`src/opc_cfg.svh`:
```
// Register offsets, field positions, reset values and scaling for the output path block
`ifndef OPC_CFG_SVH
`define OPC_CFG_SVH

// Register offsets in the codec register space
`define OPC_BYPASS_GAIN_CH1_OFS 16'h002C
`define OPC_BIAS_CTRL_OFS 16'h002D
`define OPC_CONV_CTRL_OFS 16'h002E
`define OPC_CONV0_ATT_OFS 16'h002F
`define OPC_CONV1_ATT_OFS 16'h0030
`define OPC_PIN_MUTES_OFS 16'h0031

// Reset values
`define OPC_BYPASS_GAIN_CH1_RST 8'h00
`define OPC_BIAS_CTRL_RST 8'h00
`define OPC_CONV_CTRL_RST 8'h18
`define OPC_CONV0_ATT_RST 8'h00
`define OPC_CONV1_ATT_RST 8'h00
`define OPC_PIN_MUTES_RST 8'h0F

// Writable bit masks; all other bits are reserved
`define OPC_BIAS_CTRL_MASK 8'h33
`define OPC_CONV_CTRL_MASK 8'h3B
`define OPC_PIN_MUTES_MASK 8'h0F

// Bias control field positions
`define OPC_BIAS1_ON_BIT 5
`define OPC_BIAS0_ON_BIT 4
`define OPC_BIAS1_LVL_BIT 1
`define OPC_BIAS0_LVL_BIT 0

// Converter control field positions
`define OPC_CONV_INVERT_BIT 5
`define OPC_CONV1_SILENCE_BIT 4
`define OPC_CONV0_SILENCE_BIT 3
`define OPC_CONV1_ON_BIT 1
`define OPC_CONV0_ON_BIT 0

// Pin mute field positions (low bit of each field is the positive pin)
`define OPC_RIGHT_MUTE_LSB 2
`define OPC_LEFT_MUTE_LSB 0

// Attenuation step in thousandths of a dB, and in eighths of a dB
`define OPC_STEP_MILLIDB 375
`define OPC_STEP_EIGHTHS_DB 3

`endif

```
`src/opc_pkg.sv`:
```
// Types shared by the output path control block
`default_nettype none
package opc_pkg;
   typedef logic [7:0] opc_byte_type;
   // Attenuation in eighths of a dB, up to 255 steps of 3
   typedef logic [9:0] opc_eighths_type;
   typedef enum logic {
      opc_bias_0p90_type_val,
      opc_bias_0p65_type_val
   } opc_bias_level_type;
endpackage : opc_pkg
`default_nettype wire

```
`src/opc_chan_if.sv`:
```
// Settings and results passed between the register bank and one output channel
`default_nettype none
interface opc_chan_if;
   opc_pkg::opc_byte_type volume;
   opc_pkg::opc_byte_type bypass_gain;
   logic bypass_active;
   logic conv_on;
   logic conv_silence;
   logic [1:0] pin_field;
   opc_pkg::opc_byte_type eff_step;
   opc_pkg::opc_eighths_type eff_eighths;
   logic drive;
   logic pos_mute;
   logic neg_mute;

   modport regs (
      output volume, bypass_gain, bypass_active, conv_on, conv_silence, pin_field,
      input eff_step, eff_eighths, drive, pos_mute, neg_mute
   );
   modport chan (
      input volume, bypass_gain, bypass_active, conv_on, conv_silence, pin_field,
      output eff_step, eff_eighths, drive, pos_mute, neg_mute
   );
endinterface : opc_chan_if
`default_nettype wire

```
`src/opc_chan.sv`:
```
// One output channel: picks its gain, scales it to dB and decodes pin mutes
`default_nettype none
`include "opc_cfg.svh"
module opc_chan (
   // Clock and reset
   input wire logic clk_in,
   input wire logic rst_n_in,
   // Channel settings and results
   opc_chan_if.chan ch
);
   opc_pkg::opc_byte_type step_d;
   opc_pkg::opc_eighths_type eighths_d;

   assign step_d = ch.bypass_active ? ch.bypass_gain : ch.volume;
   assign eighths_d = 10'(step_d) * 10'(`OPC_STEP_EIGHTHS_DB);

   // Registered attenuation; zero code is 0 dB so reset matches the registers
   always_ff @(posedge clk_in or negedge rst_n_in) begin
      if (!rst_n_in) begin
         ch.eff_step <= 8'h00;
         ch.eff_eighths <= 10'h000;
      end else begin
         ch.eff_step <= step_d;
         ch.eff_eighths <= eighths_d;
      end
   end

   // Converter drives only when enabled and not silenced
   always_ff @(posedge clk_in or negedge rst_n_in) begin
      if (!rst_n_in) begin
         ch.drive <= 1'b0;
      end else begin
         ch.drive <= ch.conv_on & ~ch.conv_silence;
      end
   end

   always_ff @(posedge clk_in or negedge rst_n_in) begin
      if (!rst_n_in) begin
         ch.pos_mute <= 1'b1;
         ch.neg_mute <= 1'b1;
      end else begin
         ch.pos_mute <= ch.pin_field[0];
         ch.neg_mute <= ch.pin_field[1];
      end
   end
endmodule : opc_chan
`default_nettype wire

```
`src/opc_regs.sv`:
```
// Output path control register bank with bias, converter and pin mute controls
`default_nettype none
`include "opc_cfg.svh"
module opc_regs (
   // Clock and reset
   input wire logic mclk_in,
   input wire logic arst_n_in,
   // Register access port
   input wire logic [15:0] reg_addr_in,
   input wire logic reg_wr_in,
   input wire logic [7:0] reg_wdata_in,
   input wire logic reg_rd_in,
   output logic [7:0] reg_rdata_out,
   output logic reg_ack_out,
   // Bypass mode pin from the processor side
   input wire logic bypass_active_in,
   // Bias outputs
   output logic bias_out_1_on_out,
   output logic bias_out_0_on_out,
   output logic bias1_level_sel_out,
   output logic bias0_level_sel_out,
   // Converter controls
   output logic converter_invert_out,
   output logic conv1_on_out,
   output logic conv0_on_out,
   output logic conv1_silence_out,
   output logic conv0_silence_out,
   output logic conv1_drive_out,
   output logic conv0_drive_out,
   // Effective attenuation, in steps and in eighths of a dB
   output logic [7:0] conv0_attenuation_out,
   output logic [7:0] conv1_attenuation_out,
   output logic [9:0] conv0_att_eighths_out,
   output logic [9:0] conv1_att_eighths_out,
   // Output pin mutes
   output logic left_positive_pin_mute_out,
   output logic left_negative_pin_mute_out,
   output logic right_positive_pin_mute_out,
   output logic right_negative_pin_mute_out
);
   logic rst_meta_q;
   logic rst_sync_q;
   logic byp_meta_q;
   logic byp_sync_q;
   opc_pkg::opc_byte_type bypass_gain_ch1_q;
   opc_pkg::opc_byte_type bias_ctrl_q;
   opc_pkg::opc_byte_type conv_ctrl_q;
   opc_pkg::opc_byte_type conv0_attenuation_q;
   opc_pkg::opc_byte_type conv1_attenuation_q;
   opc_pkg::opc_byte_type pin_mutes_q;
   opc_pkg::opc_byte_type rdata_d;
   opc_pkg::opc_byte_type rdata_q;
   logic ack_q;
   opc_pkg::opc_bias_level_type bias1_level;
   opc_pkg::opc_bias_level_type bias0_level;

   // Reset release through two flops; assertion stays asynchronous
   always_ff @(posedge mclk_in or negedge arst_n_in) begin
      if (!arst_n_in) begin
         rst_meta_q <= 1'b0;
         rst_sync_q <= 1'b0;
      end else begin
         rst_meta_q <= 1'b1;
         rst_sync_q <= rst_meta_q;
      end
   end

   // Bypass pin comes from another domain, so synchronise it
   always_ff @(posedge mclk_in or negedge rst_sync_q) begin
      if (!rst_sync_q) begin
         byp_meta_q <= 1'b0;
         byp_sync_q <= 1'b0;
      end else begin
         byp_meta_q <= bypass_active_in;
         byp_sync_q <= byp_meta_q;
      end
   end

   always_ff @(posedge mclk_in or negedge rst_sync_q) begin
      if (!rst_sync_q) begin
         bypass_gain_ch1_q <= `OPC_BYPASS_GAIN_CH1_RST;
      end else if (reg_wr_in && reg_addr_in == `OPC_BYPASS_GAIN_CH1_OFS) begin
         bypass_gain_ch1_q <= reg_wdata_in;
      end
   end

   always_ff @(posedge mclk_in or negedge rst_sync_q) begin
      if (!rst_sync_q) begin
         bias_ctrl_q <= `OPC_BIAS_CTRL_RST;
      end else if (reg_wr_in && reg_addr_in == `OPC_BIAS_CTRL_OFS) begin
         bias_ctrl_q <= reg_wdata_in & `OPC_BIAS_CTRL_MASK;
      end
   end

   always_ff @(posedge mclk_in or negedge rst_sync_q) begin
      if (!rst_sync_q) begin
         conv_ctrl_q <= `OPC_CONV_CTRL_RST;
      end else if (reg_wr_in && reg_addr_in == `OPC_CONV_CTRL_OFS) begin
         // bits 7, 6 and 2 held zero
         conv_ctrl_q <= reg_wdata_in & `OPC_CONV_CTRL_MASK;
      end
   end

   always_ff @(posedge mclk_in or negedge rst_sync_q) begin
      if (!rst_sync_q) begin
         conv0_attenuation_q <= `OPC_CONV0_ATT_RST;
      end else if (reg_wr_in && reg_addr_in == `OPC_CONV0_ATT_OFS) begin
         conv0_attenuation_q <= reg_wdata_in;
      end
   end

   always_ff @(posedge mclk_in or negedge rst_sync_q) begin
      if (!rst_sync_q) begin
         conv1_attenuation_q <= `OPC_CONV1_ATT_RST;
      end else if (reg_wr_in && reg_addr_in == `OPC_CONV1_ATT_OFS) begin
         conv1_attenuation_q <= reg_wdata_in;
      end
   end

   // pin mute fields, both reset muted
   always_ff @(posedge mclk_in or negedge rst_sync_q) begin
      if (!rst_sync_q) begin
         pin_mutes_q <= `OPC_PIN_MUTES_RST;
      end else if (reg_wr_in && reg_addr_in == `OPC_PIN_MUTES_OFS) begin
         pin_mutes_q <= reg_wdata_in & `OPC_PIN_MUTES_MASK;
      end
   end

   // Read mux; unmapped offsets answer zero
   always_comb begin
      rdata_d = 8'h00;
      unique case (reg_addr_in)
         `OPC_BYPASS_GAIN_CH1_OFS: rdata_d = bypass_gain_ch1_q;
         `OPC_BIAS_CTRL_OFS: rdata_d = bias_ctrl_q;
         `OPC_CONV_CTRL_OFS: rdata_d = conv_ctrl_q;
         `OPC_CONV0_ATT_OFS: rdata_d = conv0_attenuation_q;
         `OPC_CONV1_ATT_OFS: rdata_d = conv1_attenuation_q;
         `OPC_PIN_MUTES_OFS: rdata_d = pin_mutes_q;
         default: rdata_d = 8'h00;
      endcase
   end

   // Read data held until the next read; ack pulses for any access
   always_ff @(posedge mclk_in or negedge rst_sync_q) begin
      if (!rst_sync_q) begin
         rdata_q <= 8'h00;
         ack_q <= 1'b0;
      end else begin
         ack_q <= reg_rd_in | reg_wr_in;
         if (reg_rd_in) begin
            rdata_q <= rdata_d;
         end
      end
   end

   assign reg_rdata_out = rdata_q;
   assign reg_ack_out = ack_q;

   // bias level decode, 0 is 0.9 and 1 is 0.65 of supply
   assign bias1_level = opc_pkg::opc_bias_level_type'(bias_ctrl_q[`OPC_BIAS1_LVL_BIT]);
   assign bias0_level = opc_pkg::opc_bias_level_type'(bias_ctrl_q[`OPC_BIAS0_LVL_BIT]);
   assign bias1_level_sel_out = (bias1_level == opc_pkg::opc_bias_0p65_type_val);
   assign bias0_level_sel_out = (bias0_level == opc_pkg::opc_bias_0p65_type_val);

   assign bias_out_1_on_out = bias_ctrl_q[`OPC_BIAS1_ON_BIT];
   assign bias_out_0_on_out = bias_ctrl_q[`OPC_BIAS0_ON_BIT];

   assign converter_invert_out = conv_ctrl_q[`OPC_CONV_INVERT_BIT];
   assign conv1_on_out = conv_ctrl_q[`OPC_CONV1_ON_BIT];
   assign conv0_on_out = conv_ctrl_q[`OPC_CONV0_ON_BIT];
   assign conv1_silence_out = conv_ctrl_q[`OPC_CONV1_SILENCE_BIT];
   assign conv0_silence_out = conv_ctrl_q[`OPC_CONV0_SILENCE_BIT];

   // Per-channel processing; channel 0 is left, channel 1 is right
   opc_chan_if ch_if[2] ();

   // Channel 0 has no bypass gain here, so it keeps its own volume
   assign ch_if[0].volume = conv0_attenuation_q;
   assign ch_if[0].bypass_gain = conv0_attenuation_q;
   assign ch_if[0].bypass_active = 1'b0;
   assign ch_if[0].conv_on = conv_ctrl_q[`OPC_CONV0_ON_BIT];
   assign ch_if[0].conv_silence = conv_ctrl_q[`OPC_CONV0_SILENCE_BIT];
   assign ch_if[0].pin_field = pin_mutes_q[`OPC_LEFT_MUTE_LSB +: 2];

   assign ch_if[1].volume = conv1_attenuation_q;
   assign ch_if[1].bypass_gain = bypass_gain_ch1_q;
   assign ch_if[1].bypass_active = byp_sync_q;
   assign ch_if[1].conv_on = conv_ctrl_q[`OPC_CONV1_ON_BIT];
   assign ch_if[1].conv_silence = conv_ctrl_q[`OPC_CONV1_SILENCE_BIT];
   assign ch_if[1].pin_field = pin_mutes_q[`OPC_RIGHT_MUTE_LSB +: 2];

   for (genvar g = 0; g < 2; g++) begin : g_chan
      opc_chan u_chan (
         .clk_in(mclk_in),
         .rst_n_in(rst_sync_q),
         .ch(ch_if[g])
      );
   end

   assign conv0_attenuation_out = ch_if[0].eff_step;
   assign conv1_attenuation_out = ch_if[1].eff_step;
   assign conv0_att_eighths_out = ch_if[0].eff_eighths;
   assign conv1_att_eighths_out = ch_if[1].eff_eighths;
   assign conv0_drive_out = ch_if[0].drive;
   assign conv1_drive_out = ch_if[1].drive;

   // each pin mute driven on its own
   assign left_positive_pin_mute_out = ch_if[0].pos_mute;
   assign left_negative_pin_mute_out = ch_if[0].neg_mute;
   assign right_positive_pin_mute_out = ch_if[1].pos_mute;
   assign right_negative_pin_mute_out = ch_if[1].neg_mute;
endmodule : opc_regs
`default_nettype wire

```
`config.mk`:
```
export PLATFORM = sky130hd
export DESIGN_NAME = opc_regs
export DESIGN_NICKNAME = d
export VERILOG_FILES = /design/src/opc_pkg.sv /design/src/opc_chan_if.sv /design/src/opc_chan.sv /design/src/opc_regs.sv
export VERILOG_INCLUDE_DIRS = /design/src
export SDC_FILE = /design/constraint.sdc
export NUM_CORES = 1
export LEC_CHECK = 0
export ABC_AREA = 1
export BUFFER_PORTS_ARGS = -buffer_cell sky130_fd_sc_hd__buf_2
export CAP_MARGIN = 0
export CORE_ASPECT_RATIO = 1.1
export CORE_MARGIN = 2
export CORE_UTILIZATION = 54
export CTS_CLUSTER_SIZE = 28
export DETAILED_ROUTE_END_ITERATION = 16
export GPL_TIMING_DRIVEN = 0
export HOLD_SLACK_MARGIN = 0.05
export PLACE_DENSITY = 0.89
export SYNTH_ARGS = -nofsm -noshare
export SYNTH_HDL_FRONTEND = slang
export SYNTH_SLANG_ARGS = --single-unit
```
`constraint.sdc`:
```
create_clock -name mclk_in -period 3.45 [get_ports mclk_in]
set_clock_uncertainty 0.2 [all_clocks]
set_input_delay 0.345 -clock mclk_in [delete_from_list [all_inputs] [get_ports mclk_in]]
set_output_delay 0.345 -clock mclk_in [all_outputs]
set_load 0.01 [all_outputs]
```
# [After elaboration in Yosys (flattened, before gate mapping)]
# Cells that the tools add are included.
[classes] add_sub_neg=0 n_mul=2 n_div=0 n_lt_le_gt_ge=0 n_eq_ne=6 n_shift=0 mux=2 bitwise_logic=5 reduce_logical=6
[ops] op="16-bit by 6-bit == test with 1-bit output, second input constant" n=6
[ops] op="8-bit case mux with 6 select lines" n=1
[ops] op="8-bit by 2-bit multiplier with 10-bit output, second input constant" n=2
[ops] op="8-bit 2-to-1 mux" n=1
[ops] op="1-bit logical AND" n=6
[ops] op="1-bit AND" n=2
[ops] op="1-bit NOT" n=2
[ops] op="1-bit bitwise OR" n=1
[totals] register_bits=92 latchBits=0 ram_bits=0 mem_bits_ro=0 input_bits=29 out_inout_bits=60 elab_cells=43 n_memories=0

# [Logic depth before layout (Yosys ltp)]
# Gate-level depths: netlist (run 1).
[depth] depth_word=2 ltp_mapped=13 ltp_nobuf=13

# [Cells and area by module]
# A second synthesis (run 1) with hierarchy kept.
[unflattened] hier_cells=493 hier_area_um2=4424.2
[by_module_without_submodules] mod="opc_regs" n_inst=1 cells_each=299 area_per_inst_um2=2447.3 seq_area_each_um2=1258.7
[by_module_without_submodules] mod="opc_chan" n_inst=2 cells_each=97 area_per_inst_um2=988.4 seq_area_each_um2=503.0

# [Worst setup path before layout (run 1)]
# OpenSTA, ideal clock, no wires.
[synth_path] kind="register to register" start="register byp_sync_q" end="register g_chan[1].u_chan.ch.eff_eighths[7]" setup_ps=79 t_arrival_ps=2118 required_time_ps=3171 slack_ps=1052 path_stages_with_launch=14 n_path_buf=1 period_less_slack_ps=2398 path_cell_list="dfrtp_1 > clkbuf_1 > nand2_1 > o21ai_0 > inv_1 > ha_1 > inv_1 > fa_1 > o21ai_0 > nand2_1 > nand2_1 > nand2_1 > nand2_1 > xor2_1"
[synth_via] elab_chain_cells=2
[synth_rtl] element="start: declaration" line="opc_regs.sv:44" rtl="logic byp_sync_q;"
[synth_rtl] element="start signal: assignment" line="opc_regs.sv:75" rtl="byp_sync_q <= byp_meta_q;"
[synth_rtl] element="8-bit 2-to-1 mux" line="opc_chan.sv:14" rtl="assign step_d = ch.bypass_active ? ch.bypass_gain : ch.volume;"
[synth_rtl] element="via g_chan[1].u_chan.step_d[1]" line="opc_chan.sv:11" rtl="opc_pkg::opc_byte_type step_d;"
[synth_rtl] element="8-bit by 2-bit multiplier with 10-bit output" line="opc_chan.sv:15" rtl="assign eighths_d = 10'(step_d) * 10'(`OPC_STEP_EIGHTHS_DB);"
[synth_rtl] element="via g_chan[1].u_chan.eighths_d[7]" line="opc_chan.sv:12" rtl="opc_pkg::opc_eighths_type eighths_d;"
[synth_rtl] element="end signal: assignment" line="opc_chan.sv:24" rtl="ch.eff_eighths <= eighths_d;"
[synth_rtl] element="end: declaration" line="opc_chan_if.sv:22" rtl="output eff_step, eff_eighths, drive, pos_mute, neg_mute"
# The timed path passes the listed nets, and every way through them passes these cells.
# A chain may end at the register's enable or synchronous reset.

# [Worst setup path in the final report (run 1)]
[layout_path] start="register byp_sync_q" end="register g_chan[1].u_chan.ch.eff_eighths[7]"
[layout_via] elab_chain_cells=2
[layout_rtl] element="8-bit 2-to-1 mux" line="opc_chan.sv:14"
[layout_rtl] element="8-bit by 2-bit multiplier with 10-bit output" line="opc_chan.sv:15"
[layout_rtl] element="via g_chan[1].u_chan.eighths_d[7]" line="opc_chan.sv:12"
# The timed path passes the listed nets, and every way through them passes these cells.

==> parameters.txt, run 1 <==
Parameter                              Value

Status
  Run status    complete, no violations

Hold path
  Hold Path Origin    reg_wdata_in[3]
  Hold EP    pin_mutes_q[3]
  Worst hold path cell count    3
  Class of the worst hold path    input pin to flop

Setup path
  Cell breakdown of the critical path    clkbuf_1 > o21ai_0 > ha_1 > inv_1 > fa_1 > o21ai_0 > nand2_1 > nand2_1 > nand2_1 > nand2_1 > xor2_1
  Standard cell with the maximum stage delay on the critical path    dfrtp_1
  CP required    ~3.5 ns
  Critical path buffers and inverters    2
  Cell family with the largest share of critical-path delay    compound AO/OA/AOI/OAI gates
  Critical path capture point type    flop
  Largest driver fanout on the critical path    10
  Crit-path most repeated cell    nand2_1
  Critical R2R Launch    byp_sync_q
  Worst setup slack for register-to-register paths    approximately 0.61 ns
  Worst Path Arrival    slightly below 3 ns
  R2R Path End    g_chan[1].u_chan.ch.eff_eighths[7]
  Number of cell instances on the worst register-to-register path    11
  Startpoint class of the critical path    flop
  Slowest Stage Delay on Critical Path    0.46 ns
  WS Path Type    flop to flop

Floorplan
  Std cell rows    33
  Number of top-level design ports    89
  Area enclosed by the die boundary    about 0.0084 mm^2
  Core region area    approximately 0.0075 mm^2
  Die boundary height    96.2 um
  Floorplan die width    87.8 um
  Initial core utilization    between 50% and 60%

CTS
  Later-pin clock latency in the skew report    approximately 0.35 ns
  Clock H-tree levels    3
  Maximum buffer depth of the clock tree    2
  Post_cts resized    0
  TritonCTS clock tree    done
  CTS Sinks    90
  Clock transition at path regs    roughly 0.08 ns
  Number of hold-repair buffers added at the cts stage    6
  Number of buffers inserted to repair setup after CTS    0
  Clock buffer count from CTS    9
  Clock Tree Root    clkbuf_8

Logic synthesis
  Post-synth top cells    nand2_1 (128), dfrtp_1 (80), nand3_1 (38)
  Count of yosys warnings during synthesis    0
  Share of the synthesized area in the top cell type    roughly half
  Netlist Area Pre-Place    about 0.0042 mm^2
  Count leader, synth    nand2_1
  Avg Cell Area, Syn    around 9.4 um^2
  Fraction of the yosys area taken by sequential cells    a little over half
  Number of distinct standard cells referenced by the synthesized netlist    30
  Count of flip-flops with a built-in enable after synthesis    0
  Most common flop cell mapped by yosys    dfrtp_1
  Number of flip-flops and latches in the synthesized netlist    90
  Synthesized Nets    about 490
  Yosys top cell by area    dfrtp_1
  Async set-or-reset flop fraction in the synthesized netlist    100%
  Cell types occupying the most area after synthesis    dfrtp_1 (48%), nand2_1 (12%), dfstp_2 (6.3%), ha_1 (5.4%), nand3_1 (4.6%)
  Synth Instances    approximately 440

Final layout
  Layout net count    approximately 600
  Diode insertion count for antenna repair    0
  Area of all sequential standard cells    roughly 0.0023 mm^2
  Area of the multi-input gates    0.00169 mm^2
  Fraction of layout instances using a drive strength above 1    roughly a quarter
  Fillers    between 500 and 600
  Final core area utilization    about two thirds
  Syn-to-layout area delta    20.2%

Place
  Final RePlAce weighted congestion    just under 0.9
  Number of input and output port buffers inserted    88
  Post-detailed-placement half-perimeter wirelength    about 6900 um

Pwr
  PD cells    just under 400 mW/mm^2
  Total power draw    1930 uW
  Leak Pwr    around 0.0028 uW
  Maximum resistive drop on vdd    roughly 0.25 mV

STA
  RSZ-0062 raised after global routing    false
  Setup Viol. Count Final    0
  Least-Margin Pin Slew    0.543 ns
  Tmin final    2.84 ns
  Final Hold Violating Endpoints    0
  Final critical-path share of the clock period    about 82%
  Number of slew-limit violations in the final report    0
  Slew margin rel.    between 60% and 70%
  Highest clock rate    roughly 350 MHz

GRT
  Overall track demand over capacity in global routing    22.8%
  Largest net degree at the start of global routing    48
  Total congestion overflow after global routing    0
  Wire length of the first global-routing pass    around 15000 um
  Antenna violations before repair    0
  Via count of the first global-routing pass    between 3000 and 4000

Route
  Number of search-and-repair iterations in the first detailed-routing pass    5
  Via Count    around 3400
  Drt via density    slightly above 5
  Remaining design rule violation count    0
  Drt first-iter violations    288
  Residual antenna-violating net count after detailed routing    0
  Final routed wirelength across all metal layers    slightly above 9000 um
  Detailed-route wire length per cell    14.0 um

Flow run
  Count of max-cap constraint violations    0
## routing by layer
metal,global-route usage [%],wire [um]
met5,0,0
met4,10.9,245
met3,4.37,614
met2,38.0,4610
met1,28.7,3740
## area by class of cell
| cell class | instances | area share [%] |
|---|---|---|
| buffer | 12 | 1.60 |
| sequential | 90 | 45.3 |
| inverter | 37 | 2.77 |
| timing repair buffer | 95 | 10.5 |
| tap | 105 | 2.62 |
| multi-input combinational | 305 | 33.6 |
| clock inverter | 4 | 0.899 |
| clock buffer | 12 | 2.70 |
## registers in the layout, summed over array words and instances (netlist names), 5 cells and up
register,flops
conv_ctrl_q,5
bypass_gain_ch1_q,8
ch_if.volume,8
g_chan.u_chan.ch.eff_step,16
g_chan.u_chan.ch.eff_eighths,18
ch_if.bypass_gain,8
reg_rdata_out,8
## logic make-up (layout without fill, tap and decap cells)
group                    after synthesis  after routing  share of synthesized area (%)
AO/OA/AOI/OAI                         67             67                           8.67
other                                  1              1                         0.0899
adder cells (fa/ha/maj)               20             20                           6.36
buffers and inverters                 49            160                           5.25
flip-flops                            90             90                           54.3
XOR/XNOR                              11             11                           2.31
AND/OR/NAND/NOR                      206            206                           23.0
## through the flow
step | instances | worst slack (ns) | TNS [ns] | cell area, um^2 | hold WS [ns]
6_report | 660 | 0.613 | 0 | 5010 | 0.0680
5_1_grt | 660 | 0.378 | 0 | 5010 | 0.0647
2_1_floorplan | 444 | 0.575 | 0 | 4170 | -0.151
3_5_place_dp | 638 | 0.660 | 0 | 4770 | -0.0650
4_1_cts | 660 | 0.631 | 0 | 5010 | 0.0567
3_3_place_gp | 637 | -0.202 | -15.36 | 4740 | -0.0705
## power breakdown
| group | switching (uW) | internal, uW |
|---|---|---|
| logic | 99.3 | 62.6 |
| registers | 17.4 | 1080 |
| clock network | 340 | 332 |
## worst max path at each step
stage	from	end	slack, ns	cells past startpoint
global route	byp_sync_q	g_chan[1].u_chan.ch.eff_eighths[7]	0.38	13
global placement	rst_sync_q	g_chan[0].u_chan.ch.eff_step[1]	-0.20	0
detailed placement	byp_sync_q	g_chan[1].u_chan.ch.eff_eighths[7]	0.66	11
CTS	byp_sync_q	g_chan[1].u_chan.ch.eff_eighths[7]	0.63	13
finish	byp_sync_q	g_chan[1].u_chan.ch.eff_eighths[7]	0.61	11
floorplan	rst_sync_q	bias_ctrl_q[0]	0.58	0
## placed cells by master, fill, tap and decap left out, types with 3 or more instances in the layout
master         instances
nand2_1              128
buf_2                 89
dfrtp_1               79
nand3_1               38
inv_1                 37
o21ai_0               36
ha_1                  18
nor2_1                17
o21ai_1               14
dfstp_2               10
xor2_1                 9
nor2_4                 9
clkbuf_8               9
clkbuf_1               7
a21oi_1                7
dlygate4sd3_1          6
o21bai_1               5
buf_4                  5
nor2_2                 4
nand2_4                4
clkinv_2               3
## tightest hold or removal path: cells and delay by family
kind / cells / cell delay (ns)
buffers and inverters: 1 / 0.15
and+or+nand+nor: 2 / 0.11
Power figures use the tool's default switching activity.
==> run 2: changes to the inputs <==
==> constraint.sdc (replaced) <==
create_clock -name mclk_in -period 2.8 [get_ports mclk_in]
set_clock_uncertainty 0.2 [all_clocks]
set_input_delay 0.28 -clock mclk_in [delete_from_list [all_inputs] [get_ports mclk_in]]
set_output_delay 0.28 -clock mclk_in [all_outputs]
set_load 0.01 [all_outputs]
==> run 2 against run 1 <==
Net effect:
- core utilization grew 0.89 points
- register-to-register slack lost 0.46 ns
- combinational power grew 30%
- design area grew 1.3%
- worst hold slack gained 0.059 ns
- non-clock buffer count grew 7
- routed wire length grew 3.0%
- critical path type unchanged
- largest power group unchanged
==> parameters.txt, run 2 (synthesis results as in run 1) <==
Parameter                              Value

Floorplan
  Area enclosed by the die boundary    0.00844 mm^2 (unchanged)
  Core region area    0.00747 mm^2 (unchanged)
  Die boundary height    96.2 um (unchanged)
  Number of top-level design ports    89 (unchanged)
  Std cell rows    33 (unchanged)
  Floorplan die width    87.8 um (unchanged)
  Initial core utilization    55.8% (unchanged)

Status
  Run status    complete, no violations

Pwr
  Clock power frac    34.3% (-0.5 points)
  Share of total power in sequential cells    56.9% (about the same)
  Maximum resistive drop on vdd    0.298 mV (+17%)
  Share of total power consumed by net switching    25.0% (+1.4 points)
  Leak Pwr    0.00281 uW (+1.0%)
  PD cells    468 mW/mm^2 (+22%)
  Proportion of power drawn by combinational gates    8.8% (+0.4 points)
  P_sw    594 uW (+30%)
  Cell-internal power    1780 uW (+21%)
  Total power draw    2380 uW (+23%)

Flow run
  Count of max-cap constraint violations    0 (unchanged)

CTS
  Clock transition at path regs    0.09 ns (about the same)
  Later-pin clock latency in the skew report    0.36 ns (about the same)
  Clock buffer count from CTS    9 (unchanged)
  Clock Tree Root    clkbuf_8
  Maximum buffer depth of the clock tree    2 (unchanged)
  Clock H-tree levels    3 (unchanged)
  CTS Sinks    90 (unchanged)
  TritonCTS clock tree    done

Route
  Detailed-route wire length per cell    14.2 um (+1.9%)
  Met2 WL post-DR    4900 um (+6.3%)
  WL met3    616 um (+0.33%)
  Routed metal-1 wire length    3660 um (-2.0%)
  Drt first-iter violations    249 (-14%)
  Remaining design rule violation count    0 (unchanged)
  Via Count    3429 (+0.18%)
  Number of search-and-repair iterations in the first detailed-routing pass    4 (-1)
  Residual antenna-violating net count after detailed routing    0 (unchanged)
  Highest routing layer actually used    met4
  Final routed wirelength across all metal layers    9480 um (+3.0%)
  Drt via density    5.14 (-0.88%)

Setup path
  Critical R2R Launch    byp_sync_q
  R2R Path End    g_chan[1].u_chan.ch.eff_eighths[7]
  Crit-path most repeated cell    nand2_1
  Number of cell instances on the worst register-to-register path    13 (+2)
  CP required    2.88 ns (-0.64 ns)
  Worst setup slack for register-to-register paths    0.16 ns (-0.46 ns)
  Cell breakdown of the critical path    buf_2 > nand2_1 > o21ai_0 > inv_1 > ha_1 > inv_1 > fa_1 > o21ai_2 > nand2_1 > nand2_1 > nand2_1 > nand2_1 > xor2_1
  Timing startpoint of the critical path    byp_sync_q
  Standard cell with the maximum stage delay on the critical path    dfrtp_1
  End point of the critical path    g_chan[1].u_chan.ch.eff_eighths[7]
  Largest driver fanout on the critical path    10 (unchanged)
  Startpoint class of the critical path    flop
  Worst Path Arrival    2.73 ns (-0.17 ns)
  WS Path Type    flop to flop
  Slowest Stage Delay on Critical Path    0.45 ns (about the same)
  Critical path capture point type    flop

STA
  Tmin final    2.64 ns (-0.192 ns)
  Number of slew-limit violations in the final report    0 (unchanged)
  Final Hold Violating Endpoints    0 (unchanged)
  RSZ-0062 raised after global routing    false
  Least-Margin Pin Slew    0.552 ns (+0.00886 ns)
  Setup Viol. Count Final    0 (unchanged)
  Slew margin rel.    63.2% (-0.59 points)
  Highest clock rate    378 MHz (+7.3%)
  Final critical-path share of the clock period    94.4% (+12 points)

Final layout
  Max reg flops    18 (unchanged)
  Leading cell type in the layout, fill and taps excluded    nand2_1
  Layout net count    606 (+1.2%)
  Final core area utilization    68.0% (+0.89 points)
  Registers with the most flip-flops    g_chan.u_chan.ch.eff_eighths x18, g_chan.u_chan.ch.eff_step x16
  Fillers    559 (-2.3%)
  Commonest cells after routing, fill and taps aside    nand2_1 (128), buf_2 (90), dfrtp_1 (79), nand3_1 (38), inv_1 (37)
  Register with the most flip-flops    g_chan.u_chan.ch.eff_eighths
  Diode insertion count for antenna repair    0 (unchanged)
  Syn-to-layout area delta    21.8%
  Fraction of layout instances using a drive strength above 1    26.3% (+0.57 points)

GRT
  Wire length of the first global-routing pass    14900 um (+0.89%)
  Via count of the first global-routing pass    3242 (-1.9%)
  Antenna violations before repair    0 (unchanged)
  Total congestion overflow after global routing    0 (unchanged)
  Overall track demand over capacity in global routing    23.6% (+0.73 points)
  Largest net degree at the start of global routing    48 (unchanged)

Hold path
  Class of the worst hold path    flop to asynchronous set/reset pin

Place
  Final RePlAce weighted congestion    0.883 (-1.1%)
  Post-detailed-placement half-perimeter wirelength    6990 um (+0.72%)
  Number of input and output port buffers inserted    88 (unchanged)
==> run 2: cell count changes in the layout (fill, tap and decap cells not counted), sizes merged <==
cell,change
dlygate4sd3,+6
bufinv,-1
buf,+2
clkinvlp,+1
clkbuf,-1
==> run 2: worst min path at each step <==
stage                     startpoint                              end  cells after the start
after detailed placement   arst_n_in                       rst_meta_q                      1
after global placement     arst_n_in                       rst_meta_q                      1
after global routing      byp_meta_q                       byp_sync_q                      0
after CTS                 rst_sync_q  g_chan[1].u_chan.ch.eff_step[1]                      0
final                     rst_sync_q  g_chan[1].u_chan.ch.eff_step[1]                      0
after floorplan            arst_n_in                       rst_meta_q                      0
==> run 2: power groups by stage <==
stage               Clock, uW  Combinational (uW)  Sequential [uW]
global placement            0                 169             1390
global route              881                 230             1360
floorplan                   0                78.1             1400
CTS                       821                 207             1350
detailed placement          0                 193             1380
finish                    816                 210             1350
==> run 2: through the flow <==
stage          setup TNS (ns)  hold slack (ns)  instances  area [um^2]  setup WS (ns)
2_1_floorplan               0           -0.216        444         4170          0.402
3_3_place_gp                0           -0.136        637         4740         0.0943
3_5_place_dp          -0.0283           -0.133        638         4760        -0.0283
4_1_cts                     0            0.151        666         5070         0.0552
5_1_grt                     0            0.159        667         5080        0.00887
6_report                    0            0.127        667         5080          0.156
==> run 2: timing repair <==
action | CTS | global route
endpoints found under the setup margin | 2 | 2
buffers inserted | 0 | 1
hold buffers | 12 | 0
gates cloned | 0 | 0
gates resized for setup | 2 | 4
endpoints found under the hold margin | 39 | 0
==> run 2: cell type report <==
type	instances	area, um^2	area share [%]
tap	105	131	2.59
buffer	12	81.3	1.60
multi-input combinational	305	1690	33.3
sequential	90	2270	44.7
timing repair buffer	102	588	11.6
clock buffer	12	155	3.05
inverter	37	139	2.73
clock inverter	4	26.3	0.517
==> run 2: critical path, delay by kind of cell, from the launching register on <==
kind | cells | cell delay, ns
xor gates and xnor gates | 1 | 0.16
AOI/OAI and AO/OA | 2 | 0.35
and+or+nand+nor | 5 | 0.37
adders and majority gates | 2 | 0.61
buffers and inverters | 3 | 0.42
DFF | 1 | 0.45
==> run 2: layer usage <==
metal,up-vias,GRT usage [%]
met5,-,0
met4,0,13.2
met3,25,3.52
met2,125,39.1
met1,1618,29.4
li1,1661,-
==> run 3: changes to the inputs <==
--- a/config.mk
+++ b/config.mk
@@ -11,12 +11,13 @@
 export CAP_MARGIN = 0
 export CORE_ASPECT_RATIO = 1.1
 export CORE_MARGIN = 2
-export CORE_UTILIZATION = 54
+export CORE_UTILIZATION = 55
 export CTS_CLUSTER_SIZE = 28
 export DETAILED_ROUTE_END_ITERATION = 16
 export GPL_TIMING_DRIVEN = 0
 export HOLD_SLACK_MARGIN = 0.05
-export PLACE_DENSITY = 0.89
+export PLACE_DENSITY = 0.9
 export SYNTH_ARGS = -nofsm -noshare
 export SYNTH_HDL_FRONTEND = slang
+export SYNTH_HIERARCHICAL = 1
 export SYNTH_SLANG_ARGS = --single-unit
==> run 3 against run 2 <==
Net effect:
- routed wire length rose by 10%
- synthesized cell count rose by 11%
- non-clock buffer count fell by 1
- die area rose by 4.0%
- setup slack improved by 0.32 ns
- register-to-register slack improved by 0.32 ns
- clock power rose by 18%
- first-iteration DRC count fell by 4.4%
==> parameters.txt, run 3 <==
Parameter                              Value

Hold path
  Class of the worst hold path    flop to asynchronous set/reset pin

Logic synthesis
  Count of flip-flops with a built-in enable after synthesis    0 (unchanged)
  Number of flip-flops and latches in the synthesized netlist    90 (unchanged)
  Cell types occupying the most area after synthesis    dfrtp_1 (45%), nand2_1 (14%), dfstp_2 (5.9%), ha_1 (5.1%), nand3_1 (5.0%)
  Avg Cell Area, Syn    8.97 um^2 (-4.4%)
  Synth Instances    493 (+11%)
  Count of yosys warnings during synthesis    6 (+6)
  Fraction of the yosys area taken by sequential cells    51.2% (-3.1 points)
  Share of the synthesized area in the top cell type    45.2% (-2.8 points)
  Synthesized Nets    542 (+9.9%)
  Netlist Area Pre-Place    0.00442 mm^2 (+6.1%)
  Yosys top cell by area    dfrtp_1
  Post-synth top cells    nand2_1 (167), dfrtp_1 (80), nand3_1 (44)
  Number of distinct standard cells referenced by the synthesized netlist    31 (+3.3%)
  Async set-or-reset flop fraction in the synthesized netlist    100% (unchanged)
  Count leader, synth    nand2_1
  Most common flop cell mapped by yosys    dfrtp_1

STA
  Slew margin rel.    58.2% (-5.0 points)
  Setup Viol. Count Final    0 (unchanged)
  Final Hold Violating Endpoints    0 (unchanged)
  Tmin final    2.33 ns (-0.318 ns)
  RSZ-0062 raised after global routing    false
  Final critical-path share of the clock period    83.1% (-11 points)
  Total Negative Setup Slacks    0 ns (unchanged)
  Number of slew-limit violations in the final report    0 (unchanged)
  Least-Margin Pin Slew    0.627 ns (+0.0746 ns)
  Highest clock rate    430 MHz (+14%)

GRT
  Antenna violations before repair    0 (unchanged)
  Overall track demand over capacity in global routing    25.8% (+2.2 points)
  Total congestion overflow after global routing    0 (unchanged)
  Via count of the first global-routing pass    3712 (+14%)
  Largest net degree at the start of global routing    48 (unchanged)
  Wire length of the first global-routing pass    17400 um (+17%)

Status
  Run status    complete, no violations

CTS
  Clock transition at path regs    0.09 ns (about the same)
  Clock H-tree levels    3 (unchanged)
  CTS Sinks    90 (unchanged)
  Maximum buffer depth of the clock tree    2 (unchanged)
  Post_cts resized    0 (-2)
  Later-pin clock latency in the skew report    0.36 ns (about the same)
  Clock Tree Root    clkbuf_8
  Clock buffer count from CTS    9 (unchanged)
  TritonCTS clock tree    done

Setup path
  WS Path Type    flop to flop
  Critical R2R Launch    byp_sync_q
  Timing startpoint of the critical path    byp_sync_q
  Crit-path most repeated cell    nand2_1
  Startpoint class of the critical path    flop
  CP required    2.86 ns (-0.02 ns)
  Largest driver fanout on the critical path    10 (unchanged)
  Critical path capture point type    flop
  Worst Path Arrival    2.39 ns (-0.34 ns)
  Cell breakdown of the critical path    buf_6 > mux2_2 > ha_1 > fa_1 > nand2_1 > nand2_1 > nand3b_1 > nand2_1 > nand2_1 > nand2_1
  Standard cell with the maximum stage delay on the critical path    mux2_2
  Slowest Stage Delay on Critical Path    0.41 ns (-0.04 ns)

Final layout
  Final cell count without fillers    718 (+7.6%)
  Diode insertion count for antenna repair    0 (unchanged)
  Register with the most flip-flops    g_chan.u_chan/ch.eff_eighths
  Syn-to-layout area delta    21.2%
  Fraction of layout instances using a drive strength above 1    27.4% (+1.0 points)
  Fillers    590 (+5.5%)
  Commonest cells after routing, fill and taps aside    nand2_1 (167), buf_2 (88), dfrtp_1 (79), nand3_1 (44), o21ai_0 (37)
  Area of the multi-input gates    0.00193 mm^2 (+15%)
  Area of all sequential standard cells    0.00227 mm^2 (unchanged)
  Max reg flops    20 (+2)
  Layout net count    654 (+7.9%)
  Leading cell type in the layout, fill and taps excluded    nand2_1
  Registers with the most flip-flops    g_chan.u_chan/ch.eff_eighths x20, g_chan.u_chan/ch.eff_step x14

Place
  Post-detailed-placement half-perimeter wirelength    7610 um (+8.9%)
  DP Cell Count    690 (+8.2%)
  Number of input and output port buffers inserted    88 (unchanged)
  Final RePlAce weighted congestion    0.943 (+6.8%)

Floorplan
  Number of top-level design ports    89 (unchanged)
  Floorplan die width    89.5 um (+2.0%)
  Area enclosed by the die boundary    0.00878 mm^2 (+4.0%)
  Initial core utilization    56.2% (+0.43 points)
  Std cell rows    34 (+3.0%)
  Die boundary height    98.1 um (+2.0%)
  Core region area    0.00787 mm^2 (+5.3%)

Route
  Remaining design rule violation count    0 (unchanged)
  Via Count    3824 (+12%)
  Number of search-and-repair iterations in the first detailed-routing pass    5 (+1)
  Final routed wirelength across all metal layers    10400 um (+10%)
  Drt first-iter violations    238 (-4.4%)
  Drt via density    5.33 (+3.6%)
  Residual antenna-violating net count after detailed routing    0 (unchanged)
  Detailed-route wire length per cell    14.5 um (+2.3%)

Pwr
  Leak Pwr    0.00311 uW (+11%)
  Maximum resistive drop on vdd    0.338 mV (+14%)
  PD cells    460 mW/mm^2 (-1.8%)

Flow run
  Count of max-cap constraint violations    0 (unchanged)
run 3: routing by layer:
layer | GRT usage (%) | wire length, um | vias to the layer above
li1 | - | - | 1804
met1 | 31.2 | 3970 | 1791
met2 | 43.3 | 5370 | 187
met3 | 4.73 | 649 | 42
met4 | 12.6 | 444 | 0
met5 | 0 | 0 | -
run 3: final cells by class:
cell class,instances,share of cell area [%]
flip-flops and latches,90,42.3
multi-input cells,355,36.1
repair buffers,101,10.8
inverters,36,2.52
well taps,108,2.52
clock buffers,10,2.38
clock inverters,6,1.70
plain buffers,12,1.68
run 3: kinds of logic after synthesis:
logic type	share of synthesized area, %
AND/OR/NAND/NOR	26.8
flip-flops	51.2
buffers and inverters	5.09
adder cells (fa/ha/maj)	6.00
multiplexers	3.05
AO/OA/AOI/OAI	6.56
other	0.170
XOR/XNOR	1.19
run 3: final timing paths:
check	slack [ns]	cells after the start	to
max in group asynchronous	1.63	1	conv_ctrl_q[4]
worst min-delay path	0.10	0	g_chan[1].u_chan/ch.drive
worst min register to register	0.10	0	g_chan[1].u_chan/ch.drive
worst max register to register	0.47	10	g_chan[1].u_chan/ch.eff_eighths[7]
min in group mclk_in	0.16	0	rst_sync_q
worst max-delay path	0.47	10	g_chan[1].u_chan/ch.eff_eighths[7]
run 3: per-stage QoR:
stage	util, %	worst slack (ns)	power [uW]	hold slack [ns]	area (um^2)
2_1_floorplan	-	0.668	1440	-0.216	4430
3_3_place_gp	63.5	0.530	1510	-0.135	5000
3_5_place_dp	63.8	0.489	1520	-0.131	5020
4_1_cts	68.1	0.472	2470	0.127	5360
5_1_grt	68.1	0.323	2550	0.166	5360
6_report	68.1	0.473	2470	0.103	5360
run 3: critical path: cells and delay by family (launching register included):
family	cells	cell delay (ns)
adders and majority gates	2	0.64
buffers and inverters	1	0.15
DFF	1	0.35
muxes	1	0.41
and+or+nand+nor	6	0.48
run 3: report_power, final:
group	switching (uW)	total (uW)	internal [uW]
Clock	456	960	504
Combinational	107	173	66.3
Sequential	15.7	1330	1320
Total	579	2470	1890
run 3: what timing repair did:
action	in CTS	in global routing
buffers inserted	0	0
hold endpoints to repair	41	0
hold buffers	12	0
